--- src/hw/sec_cfg.svh ---
// offsets, field positions and reset values of the eeprom command port
`ifndef SEC_CFG_SVH
`define SEC_CFG_SVH
`define SEC_REG_OFS       12'h0AC
`define SEC_CMD_HI        29
`define SEC_CMD_LO        28
`define SEC_WID_HI        27
`define SEC_WID_LO        26
`define SEC_BUSY_BIT      25
`define SEC_VLD_BIT       24
`define SEC_LOC_HI        23
`define SEC_LOC_LO        8
`define SEC_DAT_HI        7
`define SEC_DAT_LO        0
`define SEC_CMD_RST       2'h0
`define SEC_WID_RST       2'h0
`define SEC_LOC_RST       16'h0000
`define SEC_DAT_RST       8'h00
`endif

--- src/hw/sec_pkg.sv ---
// types of the eeprom command port
package sec_pkg;
  typedef enum logic [1:0] {
    SEC_OP_NONE  = 2'h0,
    SEC_OP_READ  = 2'h1,
    SEC_OP_WRITE = 2'h2,
    SEC_OP_RSVD  = 2'h3
  } sec_op_t;
  typedef enum logic [1:0] {
    SEC_WID_NONE = 2'h0,
    SEC_WID_9    = 2'h1,
    SEC_WID_16   = 2'h2,
    SEC_WID_RSVD = 2'h3
  } sec_wid_t;
  typedef enum logic [1:0] {
    SEC_ST_IDLE = 2'b01,
    SEC_ST_BUSY = 2'b10
  } sec_state_t;
endpackage

--- src/hw/sec_cmd_port.sv ---
// eeprom command register and its transfer sequencing
`timescale 1ns/1ps
`include "sec_cfg.svh"

// Behaviour
// RQ1: code 01 starts a read, code 10 starts a write, other codes start nothing.
// RQ2: width field: 00 no eeprom, 01 nine-bit, 10 sixteen-bit addressing.
// RQ3: software writes the width field before any access when it reads 00.
// RQ4: busy bit 25 is read-only, high during a transfer, zero at reset.
// RQ5: software waits for busy clear before writing a new command.
// RQ6: the valid bit 24 must be set for the command to be acted on.
// RQ7: location field 23:8 names the eeprom location, resets to zero.
// RQ8: data field 7:0 holds the byte to write, resets to zero.
// RQ9: busy sets on accepting a command, clears only when the transfer completes.
// RQ10: a finished read places the returned byte in the data field.
module sec_cmd_port
(
  input  wire logic                core_clk,
  input  wire logic                resetn,
  input  wire logic                core_ce,
  input  wire logic [11:0]         cfg_addr,
  input  wire logic                cfg_we,
  input  wire logic                cfg_re,
  input  wire logic [3:0]          cfg_be,
  input  wire logic [31:0]         cfg_wdata,
  output logic      [31:0]         cfg_rdata,
  output logic                     ee_start,
  output sec_pkg::sec_op_t         ee_op,
  output sec_pkg::sec_wid_t        ee_width,
  output logic      [15:0]         ee_loc,
  output logic      [7:0]          ee_wbyte,
  input  wire logic                ee_done,
  input  wire logic [7:0]          ee_rbyte
);
  import sec_pkg::*;

  sec_op_t    op_r;
  sec_wid_t   wid_r;
  logic       vld_r;
  logic       busy_r;
  logic [15:0] loc_r;
  logic [7:0] dat_r;
  sec_state_t st_r;
  logic       sel_wr;
  logic       accept;
  sec_op_t    op_nxt;
  sec_wid_t   wid_nxt;
  logic       vld_nxt;
  logic [15:0] loc_nxt;
  logic [7:0] dat_nxt;

  // true for a defined operation on a present eeprom
  function automatic logic sec_runnable(input sec_op_t op, input sec_wid_t wid);
    sec_runnable = (op == SEC_OP_READ || op == SEC_OP_WRITE) &&
                   (wid == SEC_WID_9 || wid == SEC_WID_16);
  endfunction

  // register write decode; writes during a transfer are dropped to protect it
  assign sel_wr = core_ce && cfg_we && (cfg_addr == `SEC_REG_OFS) && !busy_r;

  // merge the write into the fields lane by lane
  always_comb
  begin
    op_nxt  = op_r;
    wid_nxt = wid_r;
    vld_nxt = vld_r;
    loc_nxt = loc_r;
    dat_nxt = dat_r;
    if (sel_wr && cfg_be[3])
    begin
      op_nxt  = sec_op_t'(cfg_wdata[`SEC_CMD_HI:`SEC_CMD_LO]);
      wid_nxt = sec_wid_t'(cfg_wdata[`SEC_WID_HI:`SEC_WID_LO]);
      vld_nxt = cfg_wdata[`SEC_VLD_BIT];
    end
    if (sel_wr && cfg_be[2])
      loc_nxt[15:8] = cfg_wdata[`SEC_LOC_HI:16];
    if (sel_wr && cfg_be[1])
      loc_nxt[7:0] = cfg_wdata[15:`SEC_LOC_LO];
    if (sel_wr && cfg_be[0])
      dat_nxt = cfg_wdata[`SEC_DAT_HI:`SEC_DAT_LO];
  end

  // a command starts only when valid and runnable
  assign accept = sel_wr && vld_nxt && sec_runnable(op_nxt, wid_nxt); // [RQ1] [RQ6]

  // command, width, location fields
  always_ff @(posedge core_clk or negedge resetn)
  begin
    if (!resetn)
    begin
      op_r  <= sec_op_t'(`SEC_CMD_RST);
      wid_r <= sec_wid_t'(`SEC_WID_RST); // [RQ2]
      loc_r <= `SEC_LOC_RST; // [RQ7]
    end
    else if (core_ce)
    begin
      op_r  <= op_nxt;
      wid_r <= wid_nxt; // [RQ2]
      loc_r <= loc_nxt; // [RQ7]
    end
  end

  // data field, loaded from the eeprom when a read finishes
  always_ff @(posedge core_clk or negedge resetn)
  begin
    if (!resetn)
      dat_r <= `SEC_DAT_RST; // [RQ8]
    else if (core_ce)
    begin
      if (busy_r && ee_done && op_r == SEC_OP_READ)
        dat_r <= ee_rbyte; // [RQ10]
      else
        dat_r <= dat_nxt; // [RQ8]
    end
  end

  // valid bit stays as written and drops when the transfer completes
  always_ff @(posedge core_clk or negedge resetn)
  begin
    if (!resetn)
      vld_r <= 1'b0;
    else if (core_ce)
    begin
      if (busy_r && ee_done)
        vld_r <= 1'b0;
      else
        vld_r <= vld_nxt; // [RQ6]
    end
  end

  // transfer sequencer
  always_ff @(posedge core_clk or negedge resetn)
  begin
    if (!resetn)
      st_r <= SEC_ST_IDLE;
    else if (core_ce)
    begin
      case (st_r)
        SEC_ST_IDLE:
          if (accept)
            st_r <= SEC_ST_BUSY; // [RQ9]
        SEC_ST_BUSY:
          if (ee_done)
            st_r <= SEC_ST_IDLE; // [RQ9]
        default:
          st_r <= SEC_ST_IDLE;
      endcase
    end
  end

  // busy flag mirrors the sequencer
  always_ff @(posedge core_clk or negedge resetn)
  begin
    if (!resetn)
      busy_r <= 1'b0; // [RQ4]
    else if (core_ce)
    begin
      if (st_r == SEC_ST_IDLE && accept)
        busy_r <= 1'b1; // [RQ4] [RQ9]
      else if (st_r == SEC_ST_BUSY && ee_done)
        busy_r <= 1'b0; // [RQ9]
    end
  end

  // start pulse for the serial engine, one cycle after acceptance
  always_ff @(posedge core_clk or negedge resetn)
  begin
    if (!resetn)
      ee_start <= 1'b0;
    else if (core_ce)
      ee_start <= accept && st_r == SEC_ST_IDLE;
    else
      ee_start <= 1'b0;
  end

  // side-band values held for the serial engine
  assign ee_op    = op_r;
  assign ee_width = wid_r;
  assign ee_loc   = loc_r; // [RQ7]
  assign ee_wbyte = dat_r; // [RQ8]

  // register read, answered on the next edge; busy is read-only
  always_ff @(posedge core_clk or negedge resetn)
  begin
    if (!resetn)
      cfg_rdata <= 32'h0000_0000;
    else if (core_ce)
    begin
      if (cfg_re && cfg_addr == `SEC_REG_OFS)
        cfg_rdata <= {2'h0, op_r, wid_r, busy_r, vld_r, loc_r, dat_r}; // [RQ4]
      else
        cfg_rdata <= 32'h0000_0000;
    end
  end
endmodule

--- config.mk ---
export PLATFORM = sky130hd
export DESIGN_NAME = sec_cmd_port
export DESIGN_NICKNAME = d
export VERILOG_FILES = /design/src/hw/sec_pkg.sv /design/src/hw/sec_cmd_port.sv
export VERILOG_INCLUDE_DIRS = /design/src /design/src/hw
export SDC_FILE = /design/constraint.sdc
export NUM_CORES = 1
export LEC_CHECK = 0
export ABC_CLOCK_PERIOD_IN_PS = 2500
export BUFFER_PORTS_ARGS = -buffer_cell sky130_fd_sc_hd__buf_4
export CAP_MARGIN = 15
export CORE_MARGIN = 4
export CORE_UTILIZATION = 48
export CTS_BUF_LIST = sky130_fd_sc_hd__clkbuf_8
export CTS_CLUSTER_DIAMETER = 50
export CTS_CLUSTER_SIZE = 16
export DETAILED_ROUTE_END_ITERATION = 10
export GPL_ROUTABILITY_DRIVEN = 0
export PLACE_DENSITY_LB_ADDON = 0.08
export SLEW_MARGIN = 20
export SYNTH_ARGS = -nofsm -noshare
export SYNTH_HDL_FRONTEND = slang
export SYNTH_SLANG_ARGS = --single-unit
--- constraint.sdc ---
create_clock -name core_clk -period 2.5 [get_ports core_clk]
set_input_delay 0.25 -clock core_clk [delete_from_list [all_inputs] [get_ports core_clk]]
set_output_delay 0.25 -clock core_clk [all_outputs]
set_load 0.02 [all_outputs]
* Yosys cells after proc, flatten, opt, wreduce, memory -nomap -nowiden
Index checks and enable logic that the tools add are counted.
Storage, ports and cells: flip-flop bits (word level) 65, bits of input ports 62, output and inout port bits 61
Operators by class: eq/ne operators 10, mux-type cells 13, reductions and logical operators 25
Operators with widths (number):
- $mux W30 | 1
- $mux W8 | 2
- $logic_and A1 B1 Y1 | 15
- $eq A12 B8 Y1 const B | 1
- $eq A2 B1 Y1 const B | 4
- $mux W2 | 4
- $reduce_and A2 Y1 | 4
- $eq A2 B2 Y1 const B | 3
- $mux W1 | 5
- $ne A2 B2 Y1 const B | 2
- $pmux W2 S2 | 1
- $reduce_bool A2 Y1 | 2
- $reduce_and A3 Y1 | 1
- $logic_or A1 B1 Y1 | 2
- $logic_not A1 Y1 | 1

* Logic depth before layout (Yosys ltp)
word-level depth 12, mapped depth 5

* Worst setup path before layout
OpenSTA, ideal clock, no wires.
kind input to register, start point in cfg_addr[9], end point reg st_r[0], arrival 1.849 ns, data required time 2.420 ns, slack 0.571 ns, stages 5, path buffers 1, path through or4_4 -> or4_1 -> buf_4 -> mux2i_4 -> o22a_1
On the way: cells in the longest elaborated chain, start to end 11, elaborated cells between the ends (all ways) 18
Ends and longest elaborated chain:
- start, declared | line sec_cmd_port.sv:21 | input wire logic [11:0] cfg_addr,
- $eq A12 B8 Y1 (no line) (*)
- $logic_and A1 B1 Y1 (*) (2 in a row) | line sec_cmd_port.sv:59 | assign sel_wr = core_ce && cfg_we && (cfg_addr == `SEC_REG_OFS) && !busy_r;
- $logic_and A1 B1 Y1 | line sec_cmd_port.sv:69 | if (sel_wr && cfg_be[3])
- $mux W2 | line sec_cmd_port.sv:69
- $eq A2 B1 Y1, or another cell as far along | line sec_cmd_port.sv:54 | sec_runnable = (op == SEC_OP_READ || op == SEC_OP_WRITE) &&
- $logic_or A1 B1 Y1 (on tied branches) | line sec_cmd_port.sv:54, sec_cmd_port.sv:55
- $logic_and A1 B1 Y1 | line sec_cmd_port.sv:54
- $logic_and A1 B1 Y1 (*) | line sec_cmd_port.sv:84 | assign accept = sel_wr && vld_nxt && sec_runnable(op_nxt, wid_nxt);
- $ne A2 B2 Y1 (no line) (*)
- $reduce_and A3 Y1 (no line) (*)
- end signal, assigned | line sec_cmd_port.sv:135 | st_r <= SEC_ST_IDLE;
- end signal, assigned | line sec_cmd_port.sv:141 | st_r <= SEC_ST_BUSY;
- end signal, assigned | line sec_cmd_port.sv:144 | st_r <= SEC_ST_IDLE;
- end, declared | line sec_cmd_port.sv:43 | sec_state_t st_r;
Every way passes the cells marked *; elsewhere a longest branch is shown, timed or not. A chain may end at the register's enable or synchronous reset.

* Worst setup path after layout
start point in cfg_addr[4], end point reg dat_r[4], in the netlist ee_wbyte[4]
On the way: cells in the longest elaborated chain, start to end 6
Ends and longest elaborated chain:
- $eq A12 B8 Y1 (no line)
- $logic_and A1 B1 Y1 (2 in a row) | line sec_cmd_port.sv:59
- $logic_and A1 B1 Y1 | line sec_cmd_port.sv:79 | if (sel_wr && cfg_be[0])
- $reduce_bool A2 Y1 (no line)
- $reduce_and A2 Y1 (no line)
- end signal, assigned | line sec_cmd_port.sv:107 | dat_r <= `SEC_DAT_RST;
- end signal, assigned | line sec_cmd_port.sv:111 | dat_r <= ee_rbyte;
- end signal, assigned | line sec_cmd_port.sv:113 | dat_r <= dat_nxt;
- end, declared | line sec_cmd_port.sv:42 | logic [7:0] dat_r;
No other way between the ends.

==> out/results.env <==
STATUS='finished with violations'
FAILED_CHECKS='negative hold slack'
CRITICAL-PATH-SLOWEST-CELL='or4bb_1'
DETAILED_PLACE.AREA_SQ_MM=0.003548
NET-SWITCHING-POWER_uW=423.5
IRDROPWORSTVDD_V=0.0004954
VIA_PER_INST=5.320
REQUIRED_NS=2.71
DETAIL_ROUTE.DRC_VIOLATIONS=0
PATH_CLK_SLEW_NS=0.06
DIEWIDTH_UM=81.56
TIMING.FINAL.MAX_SLEW_VIOLATIONS=0
NUM-FILL-CELLS=384
LEADING_REGISTER_CELL_TYPE_OUT_OF_SYNTHESIS='dfrtp_1'
FINAL_WIRELENGTH_UM=6372
CTS_HOLD_REPAIR.BUFFERS=0
DRT_ITER0_DRC=74
NETLIST-CELL-TYPE-COUNT=32
CTS_SINKS=63
CRIT_FANOUT=8
SYNTH_SEQ_AREA_SHARE_PCT=60.74
TIMING.REG2REG.SETUP_SLACK_NS=0.60
CTS.REPAIR_TIMING.SETUP_BUFFER_COUNT=0
FINALHOLDWORSTSLACK_NS=-0.008678
TIMING.FMAX_MHz=516.7
FINALNETCOUNT=366
SYNTH_XOR_AREA_SHARE_PCT=1.349
CTS_TREE='yes'
CRIT_CHAIN='buf_4, or4bb_1, nor4_1, a21oi_1, mux2_2'
POST_CTS_RESIZE_COUNT=0
SYNTH-ADDER-AREA-SHARE_PCT=0
PLACEDCELLCOUNT=363
CP-START-KIND='primary input'
PROPORTION_OF_LAYOUT_CELLS_WITH_A_DRIVE_SUFFIX_ABOVE_1_PCT=57.79
BOUNDARYPINS=123
CTS-ROOT-TO-SINK-BUFFERS=2
COMPOUND_GATE_FRACTION_OF_SYNTH_AREA_PCT=12.38
SEQPWRFRAC_PCT=50.5
DESIGN.DIE.AREA_SQ_MM=0.006652
SYNTH_ENABLE_FLOP_CELLS=0
FINAL.MIN_CLOCK_PERIOD_NS=1.935
CRIT-REG2REG-LAUNCH='busy_r$_DFFE_PN0P_'
STARTING_UTILIZATION_OF_THE_CORE_AREA_PCT=50.22
GRT_MAX_DEGREE=64
POWER.SHARE.CLOCK_PCT=43.1
FINAL_ANTENNA_NET_COUNT=0
SLEW_MARGIN_REL_PCT=45.12
MAX_CAP_VIOLATIONS=0
VIAS=2011
FLOW.AREA_GROWTH_FROM_SYNTHESIS_PCT=44.17
ANTENNADIODECOUNT=0
POSTSYNTHAREAPERCELL_SQ_UM=14.43
GR-TOTAL-OVERFLOW=0
CTS_ROOT_BUF='clkbuf_8'
GRT_ANTENNA_BEFORE_REPAIR=0
WORST_SLEW_PIN_SLEW_NS=0.8232
DETAILED_PLACE_HPWL_UM=4673
FIN_SKEW_NS=0.004423
FIN_SETUP_TNS_NS=0
POWER.DENSITY_mW_PER_MM2=539.2
AVGROUTEDWIREPERCELL_UM=16.86
YS_FF_LATCH=63
CRIT_START='cfg_addr[4]'
CRIT_PATH_MAX_INCR_DELAY_NS=0.56
FIN_CRIT_SH_PCT=77.42
VIAS_IN_THE_FIRST_GLOBAL_ROUTE=1997
CP-END-KIND='flop'
GRT_FIRST_PASS_WIRELENGTH_UM=9701
ARRIVAL_NS=2.14
TIMING.CRITICAL_PATH.TO='ee_wbyte[4]$_DFFE_PN0P_'
CTS-BUFFERS-INSERTED=9
FINISH.CELL_COUNT_WITHOUT_FILLERS=378
COMB_POWER_SHARE_PCT=6.4
WORST-R2R-CELL-COUNT=4
P_INT_uW=1596
COMBINATIONAL_FAMILY_WITH_THE_MOST_AREA_AFTER_SYNTHESIS='multiplexers'
RSZ0062_AT_GRT='no'
FLOORPLAN.CORE_AREA_SQ_MM=0.005172
SYNTHARSTFLOPSHARE_PCT=100.0
HP-CLASS='in -> async'
LAYOUT.CELLS.MOST_COMMON_LIST='buf_4 (121), dfrtp_1 (62), mux2_2 (35)'
WORSTSETUPPATHTYPE='in -> reg'
FINALHOLDVIOLCOUNT=4
WORST_SKEW_PAIR.LATE_LATENCY_NS=0.32
POWER_SWITCHING_SHARE_PCT=20.98
GLOBALROUTETOTALUTIL_PCT=19.67
SYNTH_SIMPLE_GATE_AREA_SHARE_PCT=6.599
NUMBER_OF_ROWS_CREATED_AT_FLOORPLAN=26
FINISH.INSTANCE_AREA_SQ_MM=0.003745
REG_TO_REG_END='ee_wbyte[4]$_DFFE_PN0P_'
PORT_BUFFERS=117
POST-ROUTE-UTIL_PCT=72.40
SYNTHMUXAREASHARE_PCT=16.47
DIE_H_UM=81.56
FINAL_COMMON_CELL='buf_4'
CTS-HTREE-LEVELS=3
SYNTHESIS.AREA_SQ_MM=0.002597
DRT-PASS1-ITER-COUNT=4
YOSYS_WARNINGS=0
SYNTHESIS.INSTANCES=180
FINALSETUPVIOLATIONS=0
P_LEAK_uW=0.001994
## logic make-up after synthesis
family,Yosys count
buffers and inverters,12
flip-flops,63
XOR/XNOR,4
multiplexers,37
AND/OR/NAND/NOR,24
other,1
AO/OA/AOI/OAI,39
## power by group through the flow
stage	combinational, uW	clock [uW]	sequential, uW
after floorplan	30.9	0	1040
after global placement	128	0	1040
after detailed placement	130	0	1040
after CTS	131	889	1020
after global routing	142	939	1020
final	129	870	1020
## Yosys cell counts (all sizes together), types with 2 or more instances
cell type,count,area [sq um]
inv,3,11.26
a22o,30,262.8
dfrtp,62,1551
nand3,3,25.02
clkbuf,3,11.26
a21oi,2,10.01
nor2,2,7.510
nand2,6,22.52
o21ai,3,15.01
xor2,2,17.52
nand4b,4,35.03
xnor2,2,17.52
or4bb,2,22.52
mux2,36,405.4
nor4,2,18.77
or4,2,18.77
buf,6,37.53
## critical path, delay by kind of cell
family,cells,cell delay [ns]
buffers and inverters,1,0.10
muxes,1,0.37
and+or+nand+nor,2,1.05
AOI/OAI and AO/OA,1,0.37
## through the flow
step                total power (uW)  hold slack (ns)  setup slack (ns)
finish                          2019        -0.008678            0.5645
global route                    2101          0.06535            0.4665
CTS                             2040          0.02572            0.5829
detailed placement              1170           0.3789            0.2385
global placement                1168           0.3817            0.2436
floorplan                       1071         -0.04559            0.5710
## worst min-delay path by stage
stage / slack, ns / cells past startpoint / startpoint / to
2_1_floorplan: -0.05 / 0 / resetn / busy_r$_DFFE_PN0P_
3_3_place_gp: 0.38 / 1 / resetn / cfg_rdata[29]$_DFFE_PN0P_
3_5_place_dp: 0.38 / 1 / resetn / cfg_rdata[29]$_DFFE_PN0P_
4_1_cts: 0.03 / 1 / resetn / cfg_rdata[29]$_DFFE_PN0P_
5_1_grt: 0.07 / 1 / resetn / cfg_rdata[29]$_DFFE_PN0P_
6_report: -0.009 / 1 / resetn / cfg_rdata[29]$_DFFE_PN0P_
## cell type report
type	count	area, sq um	share of cell area [%]
clock inverter	4	45.04	1.203
timing repair buffer	121	908.4	24.26
sequential	63	1578	42.13
clock buffer	11	151.4	4.043
tap	70	87.58	2.339
multi-input combinational	106	963.4	25.73
inverter	3	11.26	0.3007
## registers in the layout (all words and copies together), names as in the netlist
signal and flops:
busy_r 1, ee_wbyte 8, st_r 2, cfg_rdata 30
ee_start 1, ee_width 2, ee_loc 16, vld_r 1
ee_op 2
## metal layers
layer  share of wire [%]  track usage [%]
met4                 1.9            8.784
met2                  48            31.51
met5                   0                0
met3                 9.4            6.469
met1                  40            24.22
(Power assumes the default switching activity.)
